### config.mk
export PLATFORM = sky130hd
export DESIGN_NAME = ctc_cfg_regs
export DESIGN_NICKNAME = d
export VERILOG_FILES = /design/src/ctc_pkg.sv /design/src/ctc_cfg_regs.sv /design/src/ctc_decode.sv
export SDC_FILE = /design/constraint.sdc
export NUM_CORES = 1
export LEC_CHECK = 0
export BUFFER_PORTS_ARGS = -buffer_cell sky130_fd_sc_hd__buf_4
export CAP_MARGIN = 30
export CORE_ASPECT_RATIO = 1.1
export CORE_MARGIN = 8
export CORE_UTILIZATION = 48
export DETAILED_ROUTE_END_ITERATION = 10
export PLACE_DENSITY_LB_ADDON = 0.3
export SETUP_SLACK_MARGIN = 0.1
export SKIP_CTS_REPAIR_TIMING = 1
export SLEW_MARGIN = 5
export SYNTH_ARGS = -nofsm -noshare
export SYNTH_HDL_FRONTEND = slang
export SYNTH_SLANG_ARGS = --single-unit
### constraint.sdc
create_clock -name aclk -period 1.85 [get_ports aclk]
set_input_delay 0.0925 -clock aclk [delete_from_list [all_inputs] [get_ports aclk]]
set_output_delay 0.0925 -clock aclk [all_outputs]
set_load 0.005 [all_outputs]
### src/ctc_pkg.sv
/*
 * ctc_pkg: register map, field positions, reset values, timing counts
 * and the decoded control carrier of the clock tree configuration block.
 * Assumes a 32-bit AXI4-Lite register bus with byte addresses.
 */
`default_nettype none
package ctc_pkg;

	// register map, byte addresses
	localparam int unsigned ADDR_W       = 8;
	localparam logic [7:0]  CFG_OFS      = 8'h04;
	localparam logic [7:0]  DEC_OFS      = 8'h08;
	localparam logic [7:0]  MISC_OFS     = 8'h30;

	// reset values and writable masks
	localparam logic [31:0] CFG_RESET    = 32'h0000_0000;
	localparam logic [31:0] MISC_RESET   = 32'h0000_0000;
	localparam logic [31:0] CFG_WMASK    = 32'hFFFF_FF03;
	localparam logic [31:0] MISC_WMASK   = 32'h0001_0000;

	// clock_configuration field positions
	localparam int unsigned BAND_BIT     = 31;
	localparam int unsigned MULT_HI_LO   = 29;
	localparam int unsigned ADC_MSB_BIT  = 28;
	localparam int unsigned USB_MSB_BIT  = 27;
	localparam int unsigned PIN_LO       = 24;
	localparam int unsigned USB_LO       = 22;
	localparam int unsigned MULT_LO_LO   = 18;
	localparam int unsigned PREDIV_BIT   = 17;
	localparam int unsigned REF_BIT      = 16;
	localparam int unsigned ADC_LO       = 14;
	localparam int unsigned APB2_LO      = 11;
	localparam int unsigned APB1_LO      = 8;
	localparam int unsigned STS_LO       = 2;
	localparam int unsigned SEL_LO       = 0;

	// misc_clock_register field positions
	localparam int unsigned MISC_PIN_MSB = 16;

	// decoded readback register layout
	localparam int unsigned DEC_FACT_LO  = 0;
	localparam int unsigned DEC_USB_LO   = 8;
	localparam int unsigned DEC_ADC_LO   = 12;
	localparam int unsigned DEC_APB2_LO  = 20;
	localparam int unsigned DEC_APB1_LO  = 24;
	localparam int unsigned DEC_PIN_BIT  = 28;
	localparam int unsigned DEC_BUSY_BIT = 31;

	// root switch settle time in bus clock cycles
	localparam logic [1:0]  SWITCH_WAIT  = 2'h2;

	localparam logic [1:0]  RESP_OKAY    = 2'h0;
	localparam logic [1:0]  RESP_SLVERR  = 2'h2;

	typedef enum logic [1:0] {
		ROOT_FAST_RC = 2'h0,
		ROOT_CRYSTAL = 2'h1,
		ROOT_PLL     = 2'h2,
		ROOT_RSVD    = 2'h3
	} ctc_root_e;

	// decoded settings handed to the clock tree
	typedef struct packed {
		ctc_root_e  sys_root;      // active system root
		logic       pll_ref_xtal;  // 1: crystal path feeds the pll
		logic       pll_prediv;    // 1: crystal predivided
		logic       pll_band_high; // 1: pll above 72 MHz
		logic [6:0] pll_factor;    // 2..64
		logic [3:0] usb_div_half;  // usb divisor in half steps
		logic [4:0] adc_div;       // adc divisor of pclk
		logic [2:0] apb2_shift;    // log2 of apb2 divisor
		logic [2:0] apb1_shift;    // log2 of apb1 divisor
		logic [3:0] pin_src;       // clock pin source code
		logic       pin_en;        // clock pin driven
	} ctc_ctrl_s;

endpackage
`default_nettype wire

### src/ctc_cfg_regs.sv
/*
 * ctc_cfg_regs: clock tree configuration registers behind an AXI4-Lite
 * slave, with root switch tracking and bus stalls during a switch.
 * Assumes one outstanding write and one outstanding read from the master.
 */
`timescale 1ns/1ps
`default_nettype none
// Function
// - access waits at most two states
// - bit 31 marks pll band
// - pin codes 0000 to 0101 decoded
// - pin codes 0110 to 1110 decoded
// - usb divider three bit split code
// - multiplier codes up to 0E add two
// - code 0F is sixteen, upper add one
// - bit 17 predivides crystal
// - bit 16 picks pll reference
// - adc divider table as printed
// - apb2 divider at bits 13:11
// - apb1 divider codes 0xx and 100
// - apb1 codes 101 to 111, bits 10:8
// - root select two bit codes
module ctc_cfg_regs
	import ctc_pkg::*;
(
	input  wire logic              aclk,
	input  wire logic              aresetn,
	input  wire logic [ADDR_W-1:0] s_axi_awaddr,
	input  wire logic [2:0]        s_axi_awprot,
	input  wire logic              s_axi_awvalid,
	output logic                   s_axi_awready,
	input  wire logic [31:0]       s_axi_wdata,
	input  wire logic [3:0]        s_axi_wstrb,
	input  wire logic              s_axi_wvalid,
	output logic                   s_axi_wready,
	output logic [1:0]             s_axi_bresp,
	output logic                   s_axi_bvalid,
	input  wire logic              s_axi_bready,
	input  wire logic [ADDR_W-1:0] s_axi_araddr,
	input  wire logic [2:0]        s_axi_arprot,
	input  wire logic              s_axi_arvalid,
	output logic                   s_axi_arready,
	output logic [31:0]            s_axi_rdata,
	output logic [1:0]             s_axi_rresp,
	output logic                   s_axi_rvalid,
	input  wire logic              s_axi_rready,
	output var ctc_ctrl_s          clk_ctrl
);
	logic [31:0]       cfg_q;
	logic [31:0]       misc_q;
	logic [1:0]        sts_q;
	logic [1:0]        sw_cnt_q;
	logic [1:0]        sw_cnt_d;
	logic [1:0]        sw_sel_q;
	logic              stall_d;
	logic              awready_q;
	logic              wready_q;
	logic              aw_have_q;
	logic              w_have_q;
	logic [ADDR_W-1:0] awaddr_q;
	logic [31:0]       wdata_q;
	logic [3:0]        wstrb_q;
	logic              bvalid_q;
	logic [1:0]        bresp_q;
	logic              arready_q;
	logic              rvalid_q;
	logic [31:0]       rdata_q;
	logic [1:0]        rresp_q;
	logic              aw_take;
	logic              w_take;
	logic              ar_take;
	logic              aw_have_d;
	logic              w_have_d;
	logic              bvalid_d;
	logic              rvalid_d;
	logic              do_write;
	logic [ADDR_W-1:0] wr_addr;
	logic [31:0]       wr_data;
	logic [3:0]        wr_strb;
	logic [31:0]       wr_bmask;
	logic              wr_cfg;
	logic              wr_misc;
	logic [1:0]        wr_sel;
	logic              sw_start;
	logic [31:0]       cfg_rd;
	logic [31:0]       dec_rd;
	ctc_ctrl_s         ctrl;

	// handshakes; protection bits carry no meaning here
	assign aw_take = s_axi_awvalid && awready_q;
	assign w_take  = s_axi_wvalid && wready_q;
	assign ar_take = s_axi_arvalid && arready_q;

	// address and data may arrive in either order
	assign wr_addr = aw_take ? s_axi_awaddr : awaddr_q;
	assign wr_data = w_take ? s_axi_wdata : wdata_q;
	assign wr_strb = w_take ? s_axi_wstrb : wstrb_q;
	assign do_write = (aw_have_q || aw_take) && (w_have_q || w_take) && !bvalid_q;

	genvar b;
	for (b = 0; b < 4; b++) begin : g_lane
		assign wr_bmask[b*8 +: 8] = {8{wr_strb[b]}};
	end

	assign wr_cfg  = do_write && (wr_addr == CFG_OFS);
	assign wr_misc = do_write && (wr_addr == MISC_OFS);
	assign wr_sel  = wr_strb[0] ? wr_data[SEL_LO +: 2] : cfg_q[SEL_LO +: 2];

	// reserved root code or the current root starts no switch
	assign sw_start = wr_cfg && (wr_sel != ROOT_RSVD) && (wr_sel != sts_q);

	// next switch count; a fresh switch restarts the wait
	always_comb begin
		if (sw_start)
			sw_cnt_d = SWITCH_WAIT;
		else if (sw_cnt_q != 2'h0)
			sw_cnt_d = sw_cnt_q - 2'h1;
		else
			sw_cnt_d = 2'h0;
		stall_d = (sw_cnt_d != 2'h0);
	end

	// write and read channel next state
	always_comb begin
		aw_have_d = (aw_have_q || aw_take) && !do_write;
		w_have_d  = (w_have_q || w_take) && !do_write;
		bvalid_d  = do_write || (bvalid_q && !s_axi_bready);
		rvalid_d  = ar_take || (rvalid_q && !s_axi_rready);
	end

	// write handshake flops; readies drop while the root settles
	always_ff @(posedge aclk) begin
		if (!aresetn) begin
			awready_q <= 1'b0;
			wready_q  <= 1'b0;
			aw_have_q <= 1'b0;
			w_have_q  <= 1'b0;
			bvalid_q  <= 1'b0;
			bresp_q   <= RESP_OKAY;
		end else begin
			awready_q <= !stall_d && !aw_have_d && !bvalid_d;
			wready_q  <= !stall_d && !w_have_d && !bvalid_d;
			aw_have_q <= aw_have_d;
			w_have_q  <= w_have_d;
			bvalid_q  <= bvalid_d;
			if (do_write)
				bresp_q <= (wr_cfg || wr_misc) ? RESP_OKAY : RESP_SLVERR;
		end
	end

	// captured write payload
	always_ff @(posedge aclk) begin
		if (!aresetn) begin
			awaddr_q <= '0;
			wdata_q  <= 32'h0000_0000;
			wstrb_q  <= 4'h0;
		end else begin
			if (aw_take)
				awaddr_q <= s_axi_awaddr;
			if (w_take) begin
				wdata_q <= s_axi_wdata;
				wstrb_q <= s_axi_wstrb;
			end
		end
	end

	// configuration storage, byte lanes honoured
	always_ff @(posedge aclk) begin
		if (!aresetn) begin
			cfg_q  <= CFG_RESET;
			misc_q <= MISC_RESET;
		end else begin
			if (wr_cfg)
				cfg_q <= (cfg_q & ~(wr_bmask & CFG_WMASK)) | (wr_data & wr_bmask & CFG_WMASK);
			if (wr_misc)
				misc_q <= (misc_q & ~(wr_bmask & MISC_WMASK)) | (wr_data & wr_bmask & MISC_WMASK);
		end
	end

	// root switch: status follows select once the wait is over
	always_ff @(posedge aclk) begin
		if (!aresetn) begin
			sw_cnt_q <= 2'h0;
			sw_sel_q <= ROOT_FAST_RC;
			sts_q    <= ROOT_FAST_RC;
		end else begin
			sw_cnt_q <= sw_cnt_d;
			if (sw_start)
				sw_sel_q <= wr_sel;
			if (sw_cnt_q == 2'h1 && !sw_start)
				sts_q <= sw_sel_q;
		end
	end

	// readback images; status field is read only
	always_comb begin
		cfg_rd = cfg_q & CFG_WMASK;
		cfg_rd[STS_LO +: 2] = sts_q;
		dec_rd = 32'h0000_0000;
		dec_rd[DEC_FACT_LO +: 7] = ctrl.pll_factor;
		dec_rd[DEC_USB_LO +: 4]  = ctrl.usb_div_half;
		dec_rd[DEC_ADC_LO +: 5]  = ctrl.adc_div;
		dec_rd[DEC_APB2_LO +: 3] = ctrl.apb2_shift;
		dec_rd[DEC_APB1_LO +: 3] = ctrl.apb1_shift;
		dec_rd[DEC_PIN_BIT]      = ctrl.pin_en;
		dec_rd[DEC_BUSY_BIT]     = (sw_cnt_q != 2'h0);
	end

	// read channel; unmapped reads answer slverr with zero data
	always_ff @(posedge aclk) begin
		if (!aresetn) begin
			arready_q <= 1'b0;
			rvalid_q  <= 1'b0;
			rdata_q   <= 32'h0000_0000;
			rresp_q   <= RESP_OKAY;
		end else begin
			arready_q <= !stall_d && !rvalid_d;
			rvalid_q  <= rvalid_d;
			if (ar_take) begin
				rresp_q <= RESP_OKAY;
				case (s_axi_araddr)
					CFG_OFS:  rdata_q <= cfg_rd;
					MISC_OFS: rdata_q <= misc_q & MISC_WMASK;
					DEC_OFS:  rdata_q <= dec_rd;
					default: begin
						rdata_q <= 32'h0000_0000;
						rresp_q <= RESP_SLVERR;
					end
				endcase
			end
		end
	end

	// decoded clock tree settings, registered inside
	ctc_decode u_decode (
		.aclk     (aclk),
		.aresetn  (aresetn),
		.cfg      (cfg_q),
		.misc     (misc_q),
		.root_sts (sts_q),
		.ctrl     (ctrl)
	);

	assign s_axi_awready = awready_q;
	assign s_axi_wready  = wready_q;
	assign s_axi_bvalid  = bvalid_q;
	assign s_axi_bresp   = bresp_q;
	assign s_axi_arready = arready_q;
	assign s_axi_rvalid  = rvalid_q;
	assign s_axi_rdata   = rdata_q;
	assign s_axi_rresp   = rresp_q;
	assign clk_ctrl      = ctrl;

	property p_stall_len;
		@(posedge aclk) disable iff (!aresetn)
		(sw_cnt_q != 2'h0) |-> ##[1:2] (sw_cnt_q == 2'h0) || sw_start;
	endproperty
	a_stall_len: assert property (p_stall_len) else $error("switch stall too long");

	property p_ready_low;
		@(posedge aclk) disable iff (!aresetn)
		(sw_cnt_q != 2'h0) |-> !awready_q && !wready_q && !arready_q;
	endproperty
	a_ready_low: assert property (p_ready_low) else $error("ready high during switch");

	property p_band;
		@(posedge aclk) disable iff (!aresetn)
		(wr_cfg && wr_strb[3]) |=> ##1 (clk_ctrl.pll_band_high == $past(wr_data[BAND_BIT], 2));
	endproperty
	a_band: assert property (p_band) else $error("pll band not taken");

	property p_pin_msb;
		@(posedge aclk) disable iff (!aresetn)
		1'b1 |=> (clk_ctrl.pin_src == {$past(misc_q[MISC_PIN_MSB]), $past(cfg_q[PIN_LO +: 3])});
	endproperty
	a_pin_msb: assert property (p_pin_msb) else $error("pin source msb misplaced");

	property p_switch;
		@(posedge aclk) disable iff (!aresetn)
		sw_start ##1 !sw_start [*2] |=> (sts_q == $past(sw_sel_q));
	endproperty
	a_switch: assert property (p_switch) else $error("root status not updated");

	property p_rsvd_root;
		@(posedge aclk) disable iff (!aresetn)
		(wr_cfg && wr_sel == ROOT_RSVD && sw_cnt_q == 2'h0) |=> $stable(sts_q);
	endproperty
	a_rsvd_root: assert property (p_rsvd_root) else $error("reserved root switched");

	property p_reset;
		@(posedge aclk) disable iff (!aresetn)
		$rose(aresetn) |-> (cfg_q == CFG_RESET) && (misc_q == MISC_RESET) && !bvalid_q;
	endproperty
	a_reset: assert property (p_reset) else $error("fields not reset to zero");

	property p_ref;
		@(posedge aclk) disable iff (!aresetn)
		1'b1 |=> (clk_ctrl.pll_ref_xtal == $past(cfg_q[REF_BIT])) &&
			(clk_ctrl.pll_prediv == $past(cfg_q[PREDIV_BIT]));
	endproperty
	a_ref: assert property (p_ref) else $error("pll reference bits wrong");

	// writes to the current root must not stall the bus
	property p_same_root;
		@(posedge aclk) disable iff (!aresetn)
		(wr_cfg && wr_sel == sts_q && sw_cnt_q == 2'h0) |=> (sw_cnt_q == 2'h0);
	endproperty
	a_same_root: assert property (p_same_root) else $error("switch to current root");

	property p_sts_steady;
		@(posedge aclk) disable iff (!aresetn)
		(sw_cnt_q == 2'h0) |=> $stable(sts_q);
	endproperty
	a_sts_steady: assert property (p_sts_steady) else $error("root status moved idle");

	property p_write_ans;
		@(posedge aclk) disable iff (!aresetn)
		do_write |=> s_axi_bvalid;
	endproperty
	a_write_ans: assert property (p_write_ans) else $error("write not answered");

	property p_read_ans;
		@(posedge aclk) disable iff (!aresetn)
		ar_take |=> s_axi_rvalid;
	endproperty
	a_read_ans: assert property (p_read_ans) else $error("read not answered");

	property p_cfg_store;
		@(posedge aclk) disable iff (!aresetn)
		(wr_cfg && wr_bmask == 32'hFFFF_FFFF) |=> (cfg_q == ($past(wr_data) & CFG_WMASK));
	endproperty
	a_cfg_store: assert property (p_cfg_store) else $error("config word not stored");

	c_switch: cover property (@(posedge aclk) disable iff (!aresetn) sw_start);
	c_stalled: cover property (@(posedge aclk) disable iff (!aresetn)
		(sw_cnt_q != 2'h0) && s_axi_arvalid);
	c_write: cover property (@(posedge aclk) disable iff (!aresetn) s_axi_bvalid && s_axi_bready);
	c_read: cover property (@(posedge aclk) disable iff (!aresetn) s_axi_rvalid && s_axi_rready);
	c_rsvd: cover property (@(posedge aclk) disable iff (!aresetn) wr_cfg && wr_sel == ROOT_RSVD);
endmodule
`default_nettype wire

### src/ctc_decode.sv
/*
 * ctc_decode: turns raw configuration fields into registered divisor
 * and selector values for the clock tree.
 * Assumes raw fields come straight from the register flops.
 */
`timescale 1ns/1ps
`default_nettype none
module ctc_decode
	import ctc_pkg::*;
(
	input  wire logic        aclk,
	input  wire logic        aresetn,
	input  wire logic [31:0] cfg,
	input  wire logic [31:0] misc,
	input  wire logic [1:0]  root_sts,
	output var ctc_ctrl_s    ctrl
);
	logic [5:0]       mult_code;
	logic [2:0]       usb_code;
	logic [2:0]       adc_code;
	logic [3:0]       pin_code;
	logic [1:0][2:0]  bus_shift;
	ctc_ctrl_s        ctrl_d;
	ctc_ctrl_s        ctrl_q;

	// split fields are glued msb first
	assign mult_code = {cfg[MULT_HI_LO +: 2], cfg[MULT_LO_LO +: 4]};
	assign usb_code  = {cfg[USB_MSB_BIT], cfg[USB_LO +: 2]};
	assign adc_code  = {cfg[ADC_MSB_BIT], cfg[ADC_LO +: 2]};
	assign pin_code  = {misc[MISC_PIN_MSB], cfg[PIN_LO +: 3]};

	// both bus dividers share one code table
	genvar g;
	for (g = 0; g < 2; g++) begin : g_bus
		localparam int unsigned LO = (g == 0) ? APB1_LO : APB2_LO;
		assign bus_shift[g] = cfg[LO + 2] ? {1'b0, cfg[LO +: 2]} + 3'h1 : 3'h0;
	end

	// field decode
	always_comb begin
		ctrl_d = '0;
		ctrl_d.sys_root      = ctc_root_e'(root_sts);
		ctrl_d.pll_ref_xtal  = cfg[REF_BIT];
		ctrl_d.pll_prediv    = cfg[PREDIV_BIT];
		ctrl_d.pll_band_high = cfg[BAND_BIT];
		// code 0F repeats 16, so upper codes are only one above
		if (mult_code < 6'h0F)
			ctrl_d.pll_factor = {1'b0, mult_code} + 7'h02;
		else if (mult_code == 6'h0F)
			ctrl_d.pll_factor = 7'h10;
		else
			ctrl_d.pll_factor = {1'b0, mult_code} + 7'h01;
		case (usb_code)
			3'h0:    ctrl_d.usb_div_half = 4'h3;
			3'h1:    ctrl_d.usb_div_half = 4'h2;
			3'h2:    ctrl_d.usb_div_half = 4'h5;
			3'h3:    ctrl_d.usb_div_half = 4'h4;
			3'h4:    ctrl_d.usb_div_half = 4'h7;
			3'h5:    ctrl_d.usb_div_half = 4'h6;
			default: ctrl_d.usb_div_half = 4'h8;
		endcase
		// table kept as printed, including the repeated entries
		case (adc_code)
			3'h0:    ctrl_d.adc_div = 5'h02;
			3'h1:    ctrl_d.adc_div = 5'h04;
			3'h2:    ctrl_d.adc_div = 5'h06;
			3'h3:    ctrl_d.adc_div = 5'h08;
			3'h4:    ctrl_d.adc_div = 5'h02;
			3'h5:    ctrl_d.adc_div = 5'h0C;
			3'h6:    ctrl_d.adc_div = 5'h08;
			default: ctrl_d.adc_div = 5'h10;
		endcase
		ctrl_d.apb1_shift = bus_shift[0];
		ctrl_d.apb2_shift = bus_shift[1];
		ctrl_d.pin_src    = pin_code;
		// reserved pin codes leave the pin quiet
		case (pin_code)
			4'h2, 4'h3, 4'h4, 4'h5, 4'h6, 4'h7, 4'hC, 4'hD, 4'hE:
				ctrl_d.pin_en = 1'b1;
			default:
				ctrl_d.pin_en = 1'b0;
		endcase
	end

	// output register
	always_ff @(posedge aclk) begin
		if (!aresetn)
			ctrl_q <= '0;
		else
			ctrl_q <= ctrl_d;
	end

	assign ctrl = ctrl_q;

	// sampled reset in each antecedent: the release edge still loads zeros
	property p_mult_low;
		@(posedge aclk) disable iff (!aresetn)
		(aresetn && mult_code < 6'h0F) |=>
			(ctrl.pll_factor == {1'b0, $past(mult_code)} + 7'h02);
	endproperty
	a_mult_low: assert property (p_mult_low) else $error("low pll factor wrong");

	property p_mult_high;
		@(posedge aclk) disable iff (!aresetn)
		(aresetn && mult_code >= 6'h0F) |=> (ctrl.pll_factor == (($past(mult_code) == 6'h0F) ?
			7'h10 : {1'b0, $past(mult_code)} + 7'h01));
	endproperty
	a_mult_high: assert property (p_mult_high) else $error("high pll factor wrong");

	property p_usb;
		@(posedge aclk) disable iff (!aresetn)
		(aresetn && usb_code == 3'h0) |=> (ctrl.usb_div_half == 4'h3);
	endproperty
	a_usb: assert property (p_usb) else $error("usb divisor wrong");

	property p_adc;
		@(posedge aclk) disable iff (!aresetn)
		(aresetn && adc_code == 3'h5) |=> (ctrl.adc_div == 5'h0C);
	endproperty
	a_adc: assert property (p_adc) else $error("adc divisor wrong");

	property p_apb;
		@(posedge aclk) disable iff (!aresetn)
		(aresetn && cfg[APB2_LO + 2] == 1'b0) |=> (ctrl.apb2_shift == 3'h0);
	endproperty
	a_apb: assert property (p_apb) else $error("apb2 not undivided");

	property p_pin;
		@(posedge aclk) disable iff (!aresetn)
		(aresetn && pin_code == 4'h1) |=> !ctrl.pin_en;
	endproperty
	a_pin: assert property (p_pin) else $error("reserved pin code drives");
endmodule
`default_nettype wire

==> run metrics <==
status=finished with violations; failing checks=negative hold slack, negative setup slack; nets=859; Mapped Cells=~630; I/O pin count=about 140; DIE AREA=roughly 15000 sq um; RSZ-0062 raised after global routing=true; post-synthesis sequential area ratio=between 50% and 60%; Internal=approximately 0.0057 W; Ys Warns=0; DRT Wirelength=15.5 mm; Setup violations, final=13; H-Tree Depth=4; Pwr Total=0.00733 W; routed len/inst=~16 microns; final worst slack=-0.0602 ns; most frequent cells in the layout=150 x buf_4, 141 x dfxtp_1, 91 x nor2_1, 64 x nand2_1, 58 x a21oi_1; largest net degree at the start of global routing=81; period utilisation layout=103%; starting density of the core=48.7%; P_sw=roughly 0.0016 W; Adder-Cell Fraction of Synth Area=0.906%; Worst Clk Skew=just under 0.008 ns; CP Capture Type=register; headroom to the max-slew limit=between 60% and 70%; worst hold stages=3; post-synthesis mux area share=roughly 6%; crit path launch type=register; clock latency on the worst-skew pair=~0.42 ns; leakage=between 3 and 4 nW; GP Congestion=roughly 0.86; Comb pwr share=7.8%; Crit Path Max Fanout=2; gr usage total=between 10% and 20%; commonest non-fill, non-tap cell in the layout=buf_4; Overflow after GRT=0; R2R cell count=6; TritonRoute pass-1 iters=5; clk buf depth=2; antenna fix cells=0; clk root buf=clkbuf_16; starting DRC count in detailed routing=~310; CP Class=register to register; top_reg_cell synth=dfxtp_1; hold slack final=-0.0187 ns; DRC Markers=0; FP Rows=between 40 and 50; post-synthesis compound-gate area fraction=13.4%; CP max stage cell=or4_4; Netlist cell types=57; port bufs=approximately 120; sw frac=22.1%; Max Cap Viol=0; part of the power in the clock network=between 40% and 50%; total CTS buffers=17; Post-synth EDFFs=0; largest family of logic cells by synthesized area=simple AND/OR/NAND/NOR gates; Arr. time, crit path=around 2.2 ns; initial antenna violation count=0; DR vias=5015; final hold vios=3; core area=11300 sq um; share of layout cells above drive strength 1=about a third; PwrDens=a little over 900 nW/um^2; mapped cell area=5520 sq um; Setup TNS Final=-0.374 ns; vias per std cell=~5.3; Slew @ Worst Pin=about 0.52 ns; DP Area=between 6000 and 7000 sq um; time the worst path needs with I/O delays and setup=1.91 ns; height of the die=about 130 microns; Peak VDD IR=about 0.54 mV; slowest stage delay, CP=between 0.5 and 0.6 ns; clock sinks=roughly 140; Synth Area in Simple Gates=a little under a quarter; CTS tree=yes; #FFs+latches synth=~140; CP Data Required Time=between 2 and 2.5 ns; Avg Inst Size Synth=~8.8 sq um; Slew Viols, Final=0; Post-synth ARST share=0%; post-route cell area=a little under 8000 sq um; Hold Path Class=input pin to register; sequential share of power=around 43%; vias in the first global route=around 4900; post-route ant nets=0; first-pass GRT wire length=between 20 and 25 mm; Die W=between 100 and 150 microns; Reg clk slew, reported paths=0.06 ns; dpl hpwl=between 10 and 15 mm; Area growth syn-to-layout=42.8%; CP Cell Sequence=or4_4 -> or2_4 -> nor4_2 -> o21ai_1 -> nor2_1 -> mux2_4; XOR/XNOR share of the synthesized area=0.952%; Max Clk Rate=524 MHz
## logic make-up (layout without fill, tap and decap cells)
logic type / Yosys count / after routing
and+or+nand+nor: 264 / 264
DFF: 142 / 142
AOI/OAI and AO/OA: 122 / 122
buffers and inverters: 55 / 228
muxes: 32 / 32
xor gates and xnor gates: 6 / 6
adders and majority gates: 4 / 4
other: 1 / 4
## layer usage
layer | vias up | track usage [%] | wire length, microns
li1 | 2453 | - | -
met1 | 2356 | 22.2 | 6410
met2 | 170 | 31.3 | 7540
met3 | 36 | 5.52 | 1030
met4 | 0 | 10.6 | 503
met5 | - | 0 | 0
## synth_stat cells (2+ instances only)
cell type  instances  area share, %
o21a_1             2           0.27
dfxtp_1          142             51
buf_6              2           0.41
and2_1            10            1.1
nand3_1           16            1.5
o31ai_1            2           0.27
nor4_4             2           0.77
o211a_1            2           0.36
buf_2              4           0.36
inv_1             13           0.88
or4_4              2           0.41
o22ai_1            2           0.23
o21ai_0            5           0.45
or3_1              9            1.0
or3b_2             2           0.32
buf_1              8           0.54
nor2_1           100            6.8
mux2_2             4           0.82
buf_4              4           0.54
or2_0              2           0.23
xnor2_1            5           0.79
ha_1               4           0.91
a21oi_1           75            6.8
o21ai_2            2           0.32
a22oi_1           20            2.7
and3_1             7           0.79
mux2i_1           28            5.1
nand2_1           65            4.4
or2_2             11            1.2
nand2b_1           3           0.34
clkbuf_1          23            1.6
nor4_1             7           0.79
nor4b_1            2           0.32
nor3_1            15            1.4
nor2b_1            4           0.45
## metrics by stage
step / std cells / utilization (%) / setup WS [ns]
floorplan: 629 / - / -0.00864
global placement: 889 / 59.2 / -0.0873
detailed placement: 889 / 59.2 / -0.128
CTS: 920 / 64.7 / -0.137
global route: 952 / 69.5 / -0.124
finish: 952 / 69.5 / -0.0602
## power by group through the flow
stage	combinational (W)	clock, W	sequential [W]
after floorplan	0.000262	0	0.00322
after global placement	0.000476	0	0.00322
after detailed placement	0.000488	0	0.00322
after CTS	0.000492	0.00362	0.00316
after global routing	0.000620	0.00377	0.00316
final	0.000574	0.00360	0.00316
## layout make-up
type,instances,area (sq um)
well taps,150,188
clock buffers,19,443
multi-input cells,432,2690
inverters,14,53.8
flip-flops and latches,142,2840
clock inverters,12,185
repair buffers,183,1480
fillers,816,3450
## worst max-delay path, delay by kind of cell, from the launching register on
family,cells,cell delay [ns]
DFF,1,0.31
muxes,1,0.31
AOI/OAI and AO/OA,1,0.10
and+or+nand+nor,4,1.08
## worst paths after layout
| check | startpoint | endpoint | slack [ns] |
|---|---|---|---|
| max | awaddr_q[6] | register | -0.06 |
| min reg2reg | w_have_q | s_axi_wready | 0.42 |
| max reg2reg | awaddr_q[6] | register | -0.06 |
| min | s_axi_wdata[13] | wdata_q[13] | -0.02 |
Power figures use the tool's default switching activity.
